## config.mk

```make
export PLATFORM = sky130hd
export DESIGN_NAME = pressure_sample_filter
export DESIGN_NICKNAME = d
export VERILOG_FILES = /design/src/common/psf_pkg.sv /design/src/common/sample_fifo_if.sv /design/src/hdl/sample_fifo.sv /design/src/hdl/pressure_sample_filter.sv
export SDC_FILE = /design/constraint.sdc
export NUM_CORES = 2
export LEC_CHECK = 0
export BUFFER_PORTS_ARGS = -buffer_cell sky130_fd_sc_hd__buf_2
export CAP_MARGIN = 0
export CELL_PAD_IN_SITES_DETAIL_PLACEMENT = 1
export CELL_PAD_IN_SITES_GLOBAL_PLACEMENT = 1
export CORE_ASPECT_RATIO = 0.8
export CORE_MARGIN = 4
export CORE_UTILIZATION = 45
export CTS_CLUSTER_SIZE = 14
export DETAILED_ROUTE_END_ITERATION = 8
export PLACE_DENSITY_LB_ADDON = 0.1
export SYNTH_ARGS = -nofsm -noshare
export SYNTH_HDL_FRONTEND = slang
export SYNTH_SLANG_ARGS = --single-unit
```

## constraint.sdc

```tcl
create_clock -name clock -period 23.5 [get_ports clock]
set_clock_uncertainty 0.1 [all_clocks]
set_input_delay 3.525 -clock clock [delete_from_list [all_inputs] [get_ports clock]]
set_output_delay 3.525 -clock clock [all_outputs]
set_load 0.02 [all_outputs]
```

## src/common/psf_pkg.sv

```systemverilog
package psf_pkg;

    // clock and sampling cadence
    localparam int CLOCK_HZ = 250_000_000;
    localparam int PERIOD_MS = 20;
    localparam int PERIOD_CYCLES = CLOCK_HZ / 1000 * PERIOD_MS;
    localparam int BAUD_RATE = 9600;
    localparam int BAUD_CYCLES = CLOCK_HZ / BAUD_RATE;

    // reading width and history buffer depth
    localparam int SAMPLE_W = 24;
    localparam int FIFO_DEPTH = 16;
    typedef logic [SAMPLE_W-1:0] sample_t;

    // smoothing weight limits in percent
    localparam logic [6:0] WEIGHT_MAX = 7'h63;
    localparam logic [6:0] WEIGHT_RST = 7'h5a;
    localparam logic [6:0] PCT_FULL = 7'h64;

    // step threshold is 0.02 percent of span: 2 parts in 10000
    localparam int THR_NUM = 2;
    localparam int THR_DEN = 10000;
    localparam sample_t SPAN_RST = 24'hff_ffff;

    // ascii characters of the serial protocol
    localparam logic [7:0] ADDR_RST = 8'h31;
    localparam logic [7:0] CH_HASH = 8'h23;
    localparam logic [7:0] CH_STAR = 8'h2a;
    localparam logic [7:0] CH_QUERY = 8'h3f;
    localparam logic [7:0] CH_SPACE = 8'h20;
    localparam logic [7:0] CH_CR = 8'h0d;
    localparam logic [7:0] CH_LF = 8'h0a;
    localparam logic [3:0] REPLY_LAST = 4'h9;
    localparam logic [3:0] FRAME_LAST = 4'h9;
    localparam logic [3:0] DATA_LAST = 4'h7;

    // register byte offsets
    localparam logic [7:0] OFF_CTRL = 8'h00;
    localparam logic [7:0] OFF_WEIGHT0 = 8'h04;
    localparam logic [7:0] OFF_WEIGHT1 = 8'h08;
    localparam logic [7:0] OFF_ADDR0 = 8'h0c;
    localparam logic [7:0] OFF_ADDR1 = 8'h10;
    localparam logic [7:0] OFF_SPAN0 = 8'h14;
    localparam logic [7:0] OFF_SPAN1 = 8'h18;
    localparam logic [7:0] OFF_STATUS = 8'h1c;
    localparam logic [7:0] OFF_READING = 8'h20;
    localparam logic [7:0] OFF_FIFO = 8'h24;

    // serial receiver and command parser states
    typedef enum logic [3:0] {
        RX_IDLE = 4'b0001,
        RX_START = 4'b0010,
        RX_DATA = 4'b0100,
        RX_STOP = 4'b1000
    } rx_state_t;

    typedef enum logic [2:0] {
        P_HASH = 3'b001,
        P_ADDR = 3'b010,
        P_QUERY = 3'b100
    } parse_t;

endpackage : psf_pkg

```

## src/common/sample_fifo_if.sv

```systemverilog
`timescale 1ns/1ps
`default_nettype none

interface sample_fifo_if #(
    parameter int WIDTH = 24,
    parameter int DEPTH = 16
);
    logic push_valid;
    logic push_ready;
    logic [WIDTH-1:0] push_data;
    logic pop_valid;
    logic pop_ready;
    logic [WIDTH-1:0] pop_data;
    logic [$clog2(DEPTH):0] level;

    modport producer(output push_valid, push_data, pop_ready,
                     input push_ready, pop_valid, pop_data, level);
    modport store(input push_valid, push_data, pop_ready,
                  output push_ready, pop_valid, pop_data, level);
endinterface : sample_fifo_if

`default_nettype wire

```

## src/hdl/sample_fifo.sv

```systemverilog
`timescale 1ns/1ps
`default_nettype none

module sample_fifo #(
    parameter int WIDTH = 24,
    parameter int DEPTH = 16
) (
    // clock and reset
    input wire logic clock,
    input wire logic rst,
    // both sides of the buffer
    sample_fifo_if.store q
);
    localparam int AW = $clog2(DEPTH);
    localparam logic [AW:0] FULL = (AW+1)'(DEPTH);

    typedef struct packed {
        logic [DEPTH-1:0][WIDTH-1:0] mem;
        logic [AW-1:0] wr;
        logic [AW-1:0] rd;
        logic [AW:0] cnt;
    } fifo_state_t;

    fifo_state_t st_ff;
    fifo_state_t nxt_st;

    // pointer step with wrap for any depth
    function automatic logic [AW-1:0] inc(input logic [AW-1:0] p);
        inc = (p == AW'(DEPTH - 1)) ? '0 : p + 1'b1;
    endfunction : inc

    // honest full and empty flags
    assign q.push_ready = (st_ff.cnt != FULL);
    assign q.pop_valid = (st_ff.cnt != '0);
    assign q.pop_data = st_ff.mem[st_ff.rd];
    assign q.level = st_ff.cnt;

    // store on push, advance on pop, count both
    always_comb begin
        logic do_push;
        logic do_pop;
        do_push = q.push_valid && q.push_ready;
        do_pop = q.pop_ready && q.pop_valid;
        nxt_st = st_ff;
        if (do_push) begin
            nxt_st.mem[st_ff.wr] = q.push_data;
            nxt_st.wr = inc(st_ff.wr);
        end
        if (do_pop) begin
            nxt_st.rd = inc(st_ff.rd);
        end
        if (do_push && !do_pop) begin
            nxt_st.cnt = st_ff.cnt + 1'b1;
        end else if (do_pop && !do_push) begin
            nxt_st.cnt = st_ff.cnt - 1'b1;
        end
    end

    // state register
    always_ff @(posedge clock or posedge rst) begin
        if (rst) begin
            st_ff <= '0;
        end else begin
            st_ff <= nxt_st;
        end
    end

endmodule : sample_fifo

`default_nettype wire

```

## src/hdl/pressure_sample_filter.sv

```systemverilog
`timescale 1ns/1ps
`default_nettype none

module pressure_sample_filter #(
    parameter logic [31:0] PERIOD_CYCLES = 32'(psf_pkg::PERIOD_CYCLES),
    parameter logic [15:0] BAUD_CYCLES = 16'(psf_pkg::BAUD_CYCLES),
    parameter int FIFO_DEPTH = psf_pkg::FIFO_DEPTH
) (
    // clock and reset
    input wire logic clock,
    input wire logic rst,
    // ahb-lite slave
    input wire logic hsel,
    input wire logic [31:0] haddr,
    input wire logic [1:0] htrans,
    input wire logic hwrite,
    input wire logic [2:0] hsize,
    input wire logic [31:0] hwdata,
    input wire logic hready,
    output logic [31:0] hrdata,
    output logic hreadyout,
    output logic hresp,
    // converter and serial pins
    input wire logic [23:0] raw_sample,
    input wire logic rx,
    output logic tx,
    // filtered reading
    output logic [23:0] reading
);
    typedef psf_pkg::sample_t sample_t;

    typedef struct packed {
        logic a_wr;
        logic a_rd;
        logic [7:0] a_addr;
        logic [31:0] hrdata;
        logic hready;
        logic range_sel;
        logic [1:0][6:0] weight;
        logic [1:0][7:0] addr;
        logic [1:0][23:0] span;
        logic [31:0] tick_cnt;
        logic tick_pend;
        sample_t raw_m;
        sample_t raw_a;
        sample_t raw_b;
        logic primed;
        logic bypass_last;
        sample_t filt;
        sample_t prev_raw;
        logic rx_m;
        logic rx_a;
        logic rx_b;
        logic rx_lvl;
        psf_pkg::rx_state_t rx_st;
        logic [15:0] rx_cnt;
        logic [3:0] rx_bit;
        logic [7:0] rx_sh;
        logic rx_done;
        psf_pkg::parse_t ps;
        logic tx_busy;
        logic [3:0] tx_idx;
        logic [3:0] tx_bit;
        logic [15:0] tx_cnt;
        logic [9:0] tx_sh;
        logic tx_line;
        logic [7:0] reply_addr;
        sample_t reply_val;
    } state_t;

    state_t st_ff;
    state_t nxt_st;

    sample_fifo_if #(.WIDTH(psf_pkg::SAMPLE_W), .DEPTH(FIFO_DEPTH)) fq();

    sample_fifo #(
        .WIDTH(psf_pkg::SAMPLE_W),
        .DEPTH(FIFO_DEPTH)
    ) u_fifo (
        .clock(clock),
        .rst(rst),
        .q(fq.store)
    );

    // character helpers
    function automatic logic [7:0] upcase(input logic [7:0] c);
        upcase = (c >= 8'h61 && c <= 8'h7a) ? c - 8'h20 : c;
    endfunction : upcase

    function automatic logic addr_ok(input logic [7:0] c);
        logic [7:0] u;
        u = upcase(c);
        addr_ok = (u >= 8'h30 && u <= 8'h39) || (u >= 8'h41 && u <= 8'h5a);
    endfunction : addr_ok

    function automatic logic [7:0] hexch(input logic [3:0] n);
        hexch = (n < 4'ha) ? 8'h30 + 8'(n) : 8'h37 + 8'(n);
    endfunction : hexch

    function automatic sample_t absdiff(input sample_t x, input sample_t y);
        absdiff = (x > y) ? x - y : y - x;
    endfunction : absdiff

    function automatic sample_t blend(input sample_t old, input sample_t cur,
                                      input logic [6:0] w);
        logic [31:0] acc;
        acc = 32'(old) * 32'(w) + 32'(cur) * 32'(psf_pkg::PCT_FULL - w);
        blend = 24'(acc / 32'(psf_pkg::PCT_FULL));
    endfunction : blend

    function automatic logic [7:0] reply_char(input logic [3:0] i, input logic [7:0] a,
                                              input sample_t v);
        case (i)
            4'h0: reply_char = a;
            4'h1: reply_char = psf_pkg::CH_SPACE;
            4'h2: reply_char = hexch(v[23:20]);
            4'h3: reply_char = hexch(v[19:16]);
            4'h4: reply_char = hexch(v[15:12]);
            4'h5: reply_char = hexch(v[11:8]);
            4'h6: reply_char = hexch(v[7:4]);
            4'h7: reply_char = hexch(v[3:0]);
            4'h8: reply_char = psf_pkg::CH_CR;
            default: reply_char = psf_pkg::CH_LF;
        endcase
    endfunction : reply_char

    // filter step decision for the active range
    logic [6:0] w_act;
    sample_t thr;
    logic step;
    logic bypass;
    sample_t result;
    logic addr_hit;
    logic start_reply;
    assign w_act = st_ff.weight[st_ff.range_sel];
    assign thr = 24'((32'(st_ff.span[st_ff.range_sel]) * psf_pkg::THR_NUM)
                     / psf_pkg::THR_DEN);
    assign step = st_ff.tick_pend && (st_ff.raw_a == st_ff.raw_b) && fq.push_ready;
    assign bypass = !st_ff.primed || (w_act == '0)
                    || (absdiff(st_ff.raw_b, st_ff.prev_raw) > thr);
    assign result = bypass ? st_ff.raw_b : blend(st_ff.filt, st_ff.raw_b, w_act);
    assign addr_hit = (upcase(st_ff.rx_sh) == st_ff.addr[st_ff.range_sel])
                      || (st_ff.rx_sh == psf_pkg::CH_STAR);
    assign start_reply = st_ff.rx_done && (st_ff.ps == psf_pkg::P_QUERY)
                         && (st_ff.rx_sh == psf_pkg::CH_QUERY) && !st_ff.tx_busy;

    // fifo carries each new reading to the bus
    assign fq.push_valid = step;
    assign fq.push_data = result;
    assign fq.pop_ready = st_ff.a_rd && !st_ff.hready && (st_ff.a_addr == psf_pkg::OFF_FIFO);

    // outputs
    assign hrdata = st_ff.hrdata;
    assign hreadyout = st_ff.hready;
    assign hresp = 1'b0;
    assign tx = st_ff.tx_line;
    assign reading = st_ff.filt;

    // next state of every part of the block
    always_comb begin
        logic [31:0] rdv;
        rdv = '0;
        nxt_st = st_ff;
        nxt_st.rx_done = 1'b0;
        // bus address phase, reads insert one wait state
        if (hsel && htrans[1] && hready && st_ff.hready) begin
            nxt_st.a_addr = haddr[7:0];
            nxt_st.a_wr = hwrite;
            nxt_st.a_rd = !hwrite;
            nxt_st.hready = hwrite;
        end else begin
            nxt_st.a_wr = 1'b0;
            if (st_ff.hready) begin
                nxt_st.a_rd = 1'b0;
            end
        end
        // bus read data
        if (st_ff.a_rd && !st_ff.hready) begin
            case (st_ff.a_addr)
                psf_pkg::OFF_CTRL: rdv = {31'h0, st_ff.range_sel};
                psf_pkg::OFF_WEIGHT0: rdv = {25'h0, st_ff.weight[0]};
                psf_pkg::OFF_WEIGHT1: rdv = {25'h0, st_ff.weight[1]};
                psf_pkg::OFF_ADDR0: rdv = {24'h0, st_ff.addr[0]};
                psf_pkg::OFF_ADDR1: rdv = {24'h0, st_ff.addr[1]};
                psf_pkg::OFF_SPAN0: rdv = {8'h0, st_ff.span[0]};
                psf_pkg::OFF_SPAN1: rdv = {8'h0, st_ff.span[1]};
                psf_pkg::OFF_STATUS: rdv = {16'h0, 3'h0, 5'(fq.level), 4'h0,
                                            st_ff.tx_busy, fq.pop_valid,
                                            st_ff.bypass_last, st_ff.primed};
                psf_pkg::OFF_READING: rdv = {8'h0, st_ff.filt};
                psf_pkg::OFF_FIFO: rdv = fq.pop_valid ? {8'h0, fq.pop_data} : 32'h0;
                default: rdv = '0;
            endcase
            nxt_st.hrdata = rdv;
            nxt_st.hready = 1'b1;
        end
        // bus write data phase
        if (st_ff.a_wr) begin
            case (st_ff.a_addr)
                psf_pkg::OFF_CTRL: nxt_st.range_sel = hwdata[0];
                psf_pkg::OFF_WEIGHT0: begin
                    if (hwdata <= 32'(psf_pkg::WEIGHT_MAX)) nxt_st.weight[0] = hwdata[6:0];
                end
                psf_pkg::OFF_WEIGHT1: begin
                    if (hwdata <= 32'(psf_pkg::WEIGHT_MAX)) nxt_st.weight[1] = hwdata[6:0];
                end
                psf_pkg::OFF_ADDR0: begin
                    if (hwdata[31:8] == '0 && addr_ok(hwdata[7:0])) begin
                        nxt_st.addr[0] = upcase(hwdata[7:0]);
                    end
                end
                psf_pkg::OFF_ADDR1: begin
                    if (hwdata[31:8] == '0 && addr_ok(hwdata[7:0])) begin
                        nxt_st.addr[1] = upcase(hwdata[7:0]);
                    end
                end
                psf_pkg::OFF_SPAN0: nxt_st.span[0] = hwdata[23:0];
                psf_pkg::OFF_SPAN1: nxt_st.span[1] = hwdata[23:0];
                default: ;
            endcase
        end
        // sample period timer, a new tick wins over a consumed one
        nxt_st.raw_m = raw_sample;
        nxt_st.raw_a = st_ff.raw_m;
        nxt_st.raw_b = st_ff.raw_a;
        if (st_ff.tick_cnt == PERIOD_CYCLES - 1'b1) begin
            nxt_st.tick_cnt = '0;
            nxt_st.tick_pend = 1'b1;
        end else begin
            nxt_st.tick_cnt = st_ff.tick_cnt + 1'b1;
            if (step) nxt_st.tick_pend = 1'b0;
        end
        // filter update, history never cleared by a range change
        if (step) begin
            nxt_st.filt = result;
            nxt_st.prev_raw = st_ff.raw_b;
            nxt_st.primed = 1'b1;
            nxt_st.bypass_last = bypass;
        end
        // serial line synchroniser
        nxt_st.rx_m = rx;
        nxt_st.rx_a = st_ff.rx_m;
        nxt_st.rx_b = st_ff.rx_a;
        if (st_ff.rx_a == st_ff.rx_b) nxt_st.rx_lvl = st_ff.rx_b;
        // receiver, 8 data bits, no parity, 1 stop bit
        if (st_ff.rx_cnt != '0) nxt_st.rx_cnt = st_ff.rx_cnt - 1'b1;
        unique case (st_ff.rx_st)
            psf_pkg::RX_IDLE: begin
                if (!st_ff.rx_lvl) begin
                    nxt_st.rx_st = psf_pkg::RX_START;
                    nxt_st.rx_cnt = BAUD_CYCLES >> 1;
                end
            end
            psf_pkg::RX_START: begin
                if (st_ff.rx_cnt == '0) begin
                    nxt_st.rx_st = st_ff.rx_lvl ? psf_pkg::RX_IDLE : psf_pkg::RX_DATA;
                    nxt_st.rx_cnt = BAUD_CYCLES - 1'b1;
                    nxt_st.rx_bit = '0;
                end
            end
            psf_pkg::RX_DATA: begin
                if (st_ff.rx_cnt == '0) begin
                    nxt_st.rx_sh = {st_ff.rx_lvl, st_ff.rx_sh[7:1]};
                    nxt_st.rx_bit = st_ff.rx_bit + 1'b1;
                    nxt_st.rx_cnt = BAUD_CYCLES - 1'b1;
                    if (st_ff.rx_bit == psf_pkg::DATA_LAST) nxt_st.rx_st = psf_pkg::RX_STOP;
                end
            end
            psf_pkg::RX_STOP: begin
                if (st_ff.rx_cnt == '0) begin
                    nxt_st.rx_done = st_ff.rx_lvl;
                    nxt_st.rx_st = psf_pkg::RX_IDLE;
                end
            end
        endcase
        // command parser: hash, address, query
        if (st_ff.rx_done) begin
            if (st_ff.rx_sh == psf_pkg::CH_HASH) begin
                nxt_st.ps = psf_pkg::P_ADDR;
            end else begin
                unique case (st_ff.ps)
                    psf_pkg::P_HASH: nxt_st.ps = psf_pkg::P_HASH;
                    psf_pkg::P_ADDR: nxt_st.ps = addr_hit ? psf_pkg::P_QUERY
                                                          : psf_pkg::P_HASH;
                    psf_pkg::P_QUERY: nxt_st.ps = psf_pkg::P_HASH;
                endcase
            end
        end
        // transmitter, reply frame of ten characters
        if (start_reply) begin
            nxt_st.reply_addr = st_ff.addr[st_ff.range_sel];
            nxt_st.reply_val = st_ff.filt;
            nxt_st.tx_busy = 1'b1;
            nxt_st.tx_idx = '0;
            nxt_st.tx_bit = '0;
            nxt_st.tx_cnt = BAUD_CYCLES - 1'b1;
            nxt_st.tx_sh = {1'b1, st_ff.addr[st_ff.range_sel], 1'b0};
        end else if (st_ff.tx_busy) begin
            if (st_ff.tx_cnt != '0) begin
                nxt_st.tx_cnt = st_ff.tx_cnt - 1'b1;
            end else if (st_ff.tx_bit != psf_pkg::FRAME_LAST) begin
                nxt_st.tx_bit = st_ff.tx_bit + 1'b1;
                nxt_st.tx_sh = {1'b1, st_ff.tx_sh[9:1]};
                nxt_st.tx_cnt = BAUD_CYCLES - 1'b1;
            end else if (st_ff.tx_idx == psf_pkg::REPLY_LAST) begin
                nxt_st.tx_busy = 1'b0;
            end else begin
                nxt_st.tx_idx = st_ff.tx_idx + 1'b1;
                nxt_st.tx_bit = '0;
                nxt_st.tx_cnt = BAUD_CYCLES - 1'b1;
                nxt_st.tx_sh = {1'b1, reply_char(st_ff.tx_idx + 1'b1, st_ff.reply_addr,
                                                 st_ff.reply_val), 1'b0};
            end
        end
        nxt_st.tx_line = nxt_st.tx_busy ? nxt_st.tx_sh[0] : 1'b1;
    end

    // state register with defined reset values
    always_ff @(posedge clock or posedge rst) begin
        if (rst) begin
            st_ff <= '0;
            st_ff.hready <= 1'b1;
            st_ff.weight <= {psf_pkg::WEIGHT_RST, psf_pkg::WEIGHT_RST};
            st_ff.addr <= {psf_pkg::ADDR_RST, psf_pkg::ADDR_RST};
            st_ff.span <= {psf_pkg::SPAN_RST, psf_pkg::SPAN_RST};
            st_ff.raw_m <= '0;
            st_ff.rx_m <= 1'b1;
            st_ff.rx_a <= 1'b1;
            st_ff.rx_b <= 1'b1;
            st_ff.rx_lvl <= 1'b1;
            st_ff.rx_st <= psf_pkg::RX_IDLE;
            st_ff.ps <= psf_pkg::P_HASH;
            st_ff.tx_line <= 1'b1;
        end else begin
            st_ff <= nxt_st;
        end
    end
endmodule : pressure_sample_filter

`default_nettype wire

```

==> results.cfg <==
[outcome]
status = complete, no violations

[routing]
vias = 49127
drt_iter0_markers = 3924
drc = 0
wl_microns = 203000
ant_nets = 0
routed_via_density = 5.89
firstDrtPassIters = 5
avgRoutedWirePerCell_microns = 24.3

[placement]
dpl-instance-area_sq_um = 62300
place_congestion = 0.916
dpl.hpwl_microns = 148000
portBuffers = 120
dpl.cell_count = 8136

[cts]
cts_tree = yes
clockBufferDepth = 3
root_buffer = clkbuf_16
cts_sinks = 774
clk_pin_slew_ns = 0.06
h-tree-depth = 3
cts_buffers = 85
hold_buffers = 0
clk_latency_ns = 0.73

[timing]
whs_ns = 0.241
hold_viol_final = 0
drv_slew = 0
timing.final.crit_share = 0.972
slew_headroom = 0.184
setup_viol_count_final = 0
layout_min_cycle_time_ns = 22.83
fmax_ghz = 0.0438
tightest_slew_ns = 1.21

[global_routing]
grt-ovfl-total = 0
grt_max_degree = 153
antenna_found_initial = 10
grt_use_total = 0.294
grt_pass1_wl_microns = 309000
grt_pass1_vias = 50764

[final_layout]
n_fill_cell = 14453
drive_above_1_share = 0.204
syn_to_final_growth_pct = 15.1
final_common_cell = nand2_1
instances_no_fill = 8346
regArea_sq_um = 19500
fin_area_sq_um = 66900
final_cell_mix = nand2_1, dfrtp_1, o21ai_0
multi_input_area_sq_um = 36200
nNetsFinal = 7133

[critical_path]
max_stage_delay_ns = 0.58
cpMaxStageDelayCell = or4_1
path_max_fanout = 24
critPathLaunchType = flop
worstPathArrival_ns = 23.35
worst-path-buf-inv = 18
crit_type = reg2reg
cpMostUsedCell = buf_4
crit_family = compound AO/OA/AOI/OAI gates
required_ns = 24.02
endpoint_kind = flop
worst-r2r-setup-slack_ns = 0.67

[logic_synthesis]
synthesis.area_sq_um = 58200
yosysWarnings = 0
synthArstFlopShare = 1.00
syn-mean-instance-area_sq_um = 9.25
yosys_most_used_dff = dfrtp_1
syn_inst = 6287
synth-edff-count = 0
synth.distinct_cells = 143
ys_seq_elements = 774
ys_seq_area_frac = 0.335

[floorplan]
dieArea_sq_um = 135000
num_rows = 117
ios = 158
die_x_microns = 410
die_h_microns = 330
core_sq_um = 128000
initial_utilization = 0.455

[job]
drv_cap = 0

[hold_path]
hold_path.class = reg2reg
per-layer routing:
layer / track usage / vias to the layer above / wire, microns
met5: 0 / - / 0
met4: 0.0713 / 0 / 5140
met3: 0.0508 / 248 / 13200
met2: 0.457 / 1168 / 90300
met1: 0.430 / 25426 / 94600
li1: - / 22285 / -
cells by family (layout without fill, tap and decap cells):
logic type / after synthesis / after routing / synth area share
XOR/XNOR: 249 / 249 / 0.0391
multiplexers: 343 / 344 / 0.0882
buffers and inverters: 916 / 1237 / 0.0646
AO/OA/AOI/OAI: 1530 / 1530 / 0.174
flip-flops: 774 / 774 / 0.335
other: 1 / 13 / 0.0000645
adder cells (fa/ha/maj): 497 / 497 / 0.145
AND/OR/NAND/NOR: 1977 / 1977 / 0.154
sequential cells by signal (all words and copies together) (netlist names):
signal and cells:
u_fifo.q.level 5, reading 24, hreadyout 1, hrdata 24, nxt_st 50, u_fifo.st_ff 392, tx 1, st_ff 277
timing repair:
item / 4_1_cts / 5_1_grt
gates resized for setup: 5 / 226
setup buffers: 1 / 44
setup endpoints to repair: 51 / 409
gates cloned: 0 / 5
pin swaps: 0 / 57
worst register-to-register path: cells and delay by family, from the launching register on:
kind            cells  cell delay, ns
compound gates     36            8.76
xor+xnor            2            0.51
fa+ha+maj           8            3.85
buf+inv            18            2.73
flops               1            0.50
mux                 2            0.52
simple gates       23            5.78
synthesized netlist by cell type, types with 25 or more instances:
library cell	n	share of area
o21a_1	29	0.0037
o21bai_1	28	0.0036
nand2_1	977	0.063
fa_1	301	0.10
buf_4	68	0.0088
o211ai_1	37	0.0048
o22ai_1	32	0.0034
a211oi_1	41	0.0053
xnor2_1	159	0.024
dfrtp_1	704	0.30
a22oi_1	30	0.0039
nor3_1	91	0.0078
and3_1	35	0.0038
nand4_1	60	0.0065
inv_1	499	0.032
nor2b_1	29	0.0031
buf_1	25	0.0016
ha_1	185	0.040
o21ai_0	557	0.048
a21oi_1	240	0.021
nand3_1	109	0.0094
buf_2	32	0.0028
a21o_1	91	0.012
a31oi_1	58	0.0062
mux2_2	134	0.026
nor2_1	347	0.022
and2_1	105	0.011
xor2_1	82	0.012
dfstp_2	70	0.032
o21ai_1	49	0.0042
or3_1	39	0.0042
nand2b_1	37	0.0040
mux4_2	120	0.046
clkbuf_1	285	0.018
nor4_1	43	0.0046
a22o_1	31	0.0047
mux2i_1	83	0.014
cell type report:
type                       instances  share of cell area
multi-input combinational       4606               0.541
sequential                       774               0.291
timing repair buffer             578              0.0640
clock buffer                     119              0.0362
tap                             1725              0.0323
inverter                         503              0.0283
clock inverter                    37             0.00729
antenna                            4            0.000150
path summary, 6_finish.rpt:
kind,to,cells after the start,from
max in group asynchronous,st_ff[127],6,rst
max,u_fifo.st_ff[157],89,st_ff[341]
min,nxt_st[173],0,nxt_st[197]
min in group asynchronous,u_fifo.st_ff[388],2,rst
min reg2reg,nxt_st[173],0,nxt_st[197]
max reg2reg,u_fifo.st_ff[157],89,st_ff[341]
metrics by stage:
| stage | utilization | TNS, ns | setup WS (ns) |
|---|---|---|---|
| final | 0.524 | 0 | 0.669 |
| after global routing | 0.524 | -5.06 | -0.307 |
| after CTS | 0.511 | 0 | 0.0253 |
| after detailed placement | 0.488 | -16.26 | -0.467 |
| after global placement | 0.488 | -2.61 | -0.172 |
| after floorplan | - | 0 | 0.654 |
Power is left out: the tool's default activity adds up to more than one toggle a clock period on the data nets, which glitch-free logic cannot reach.
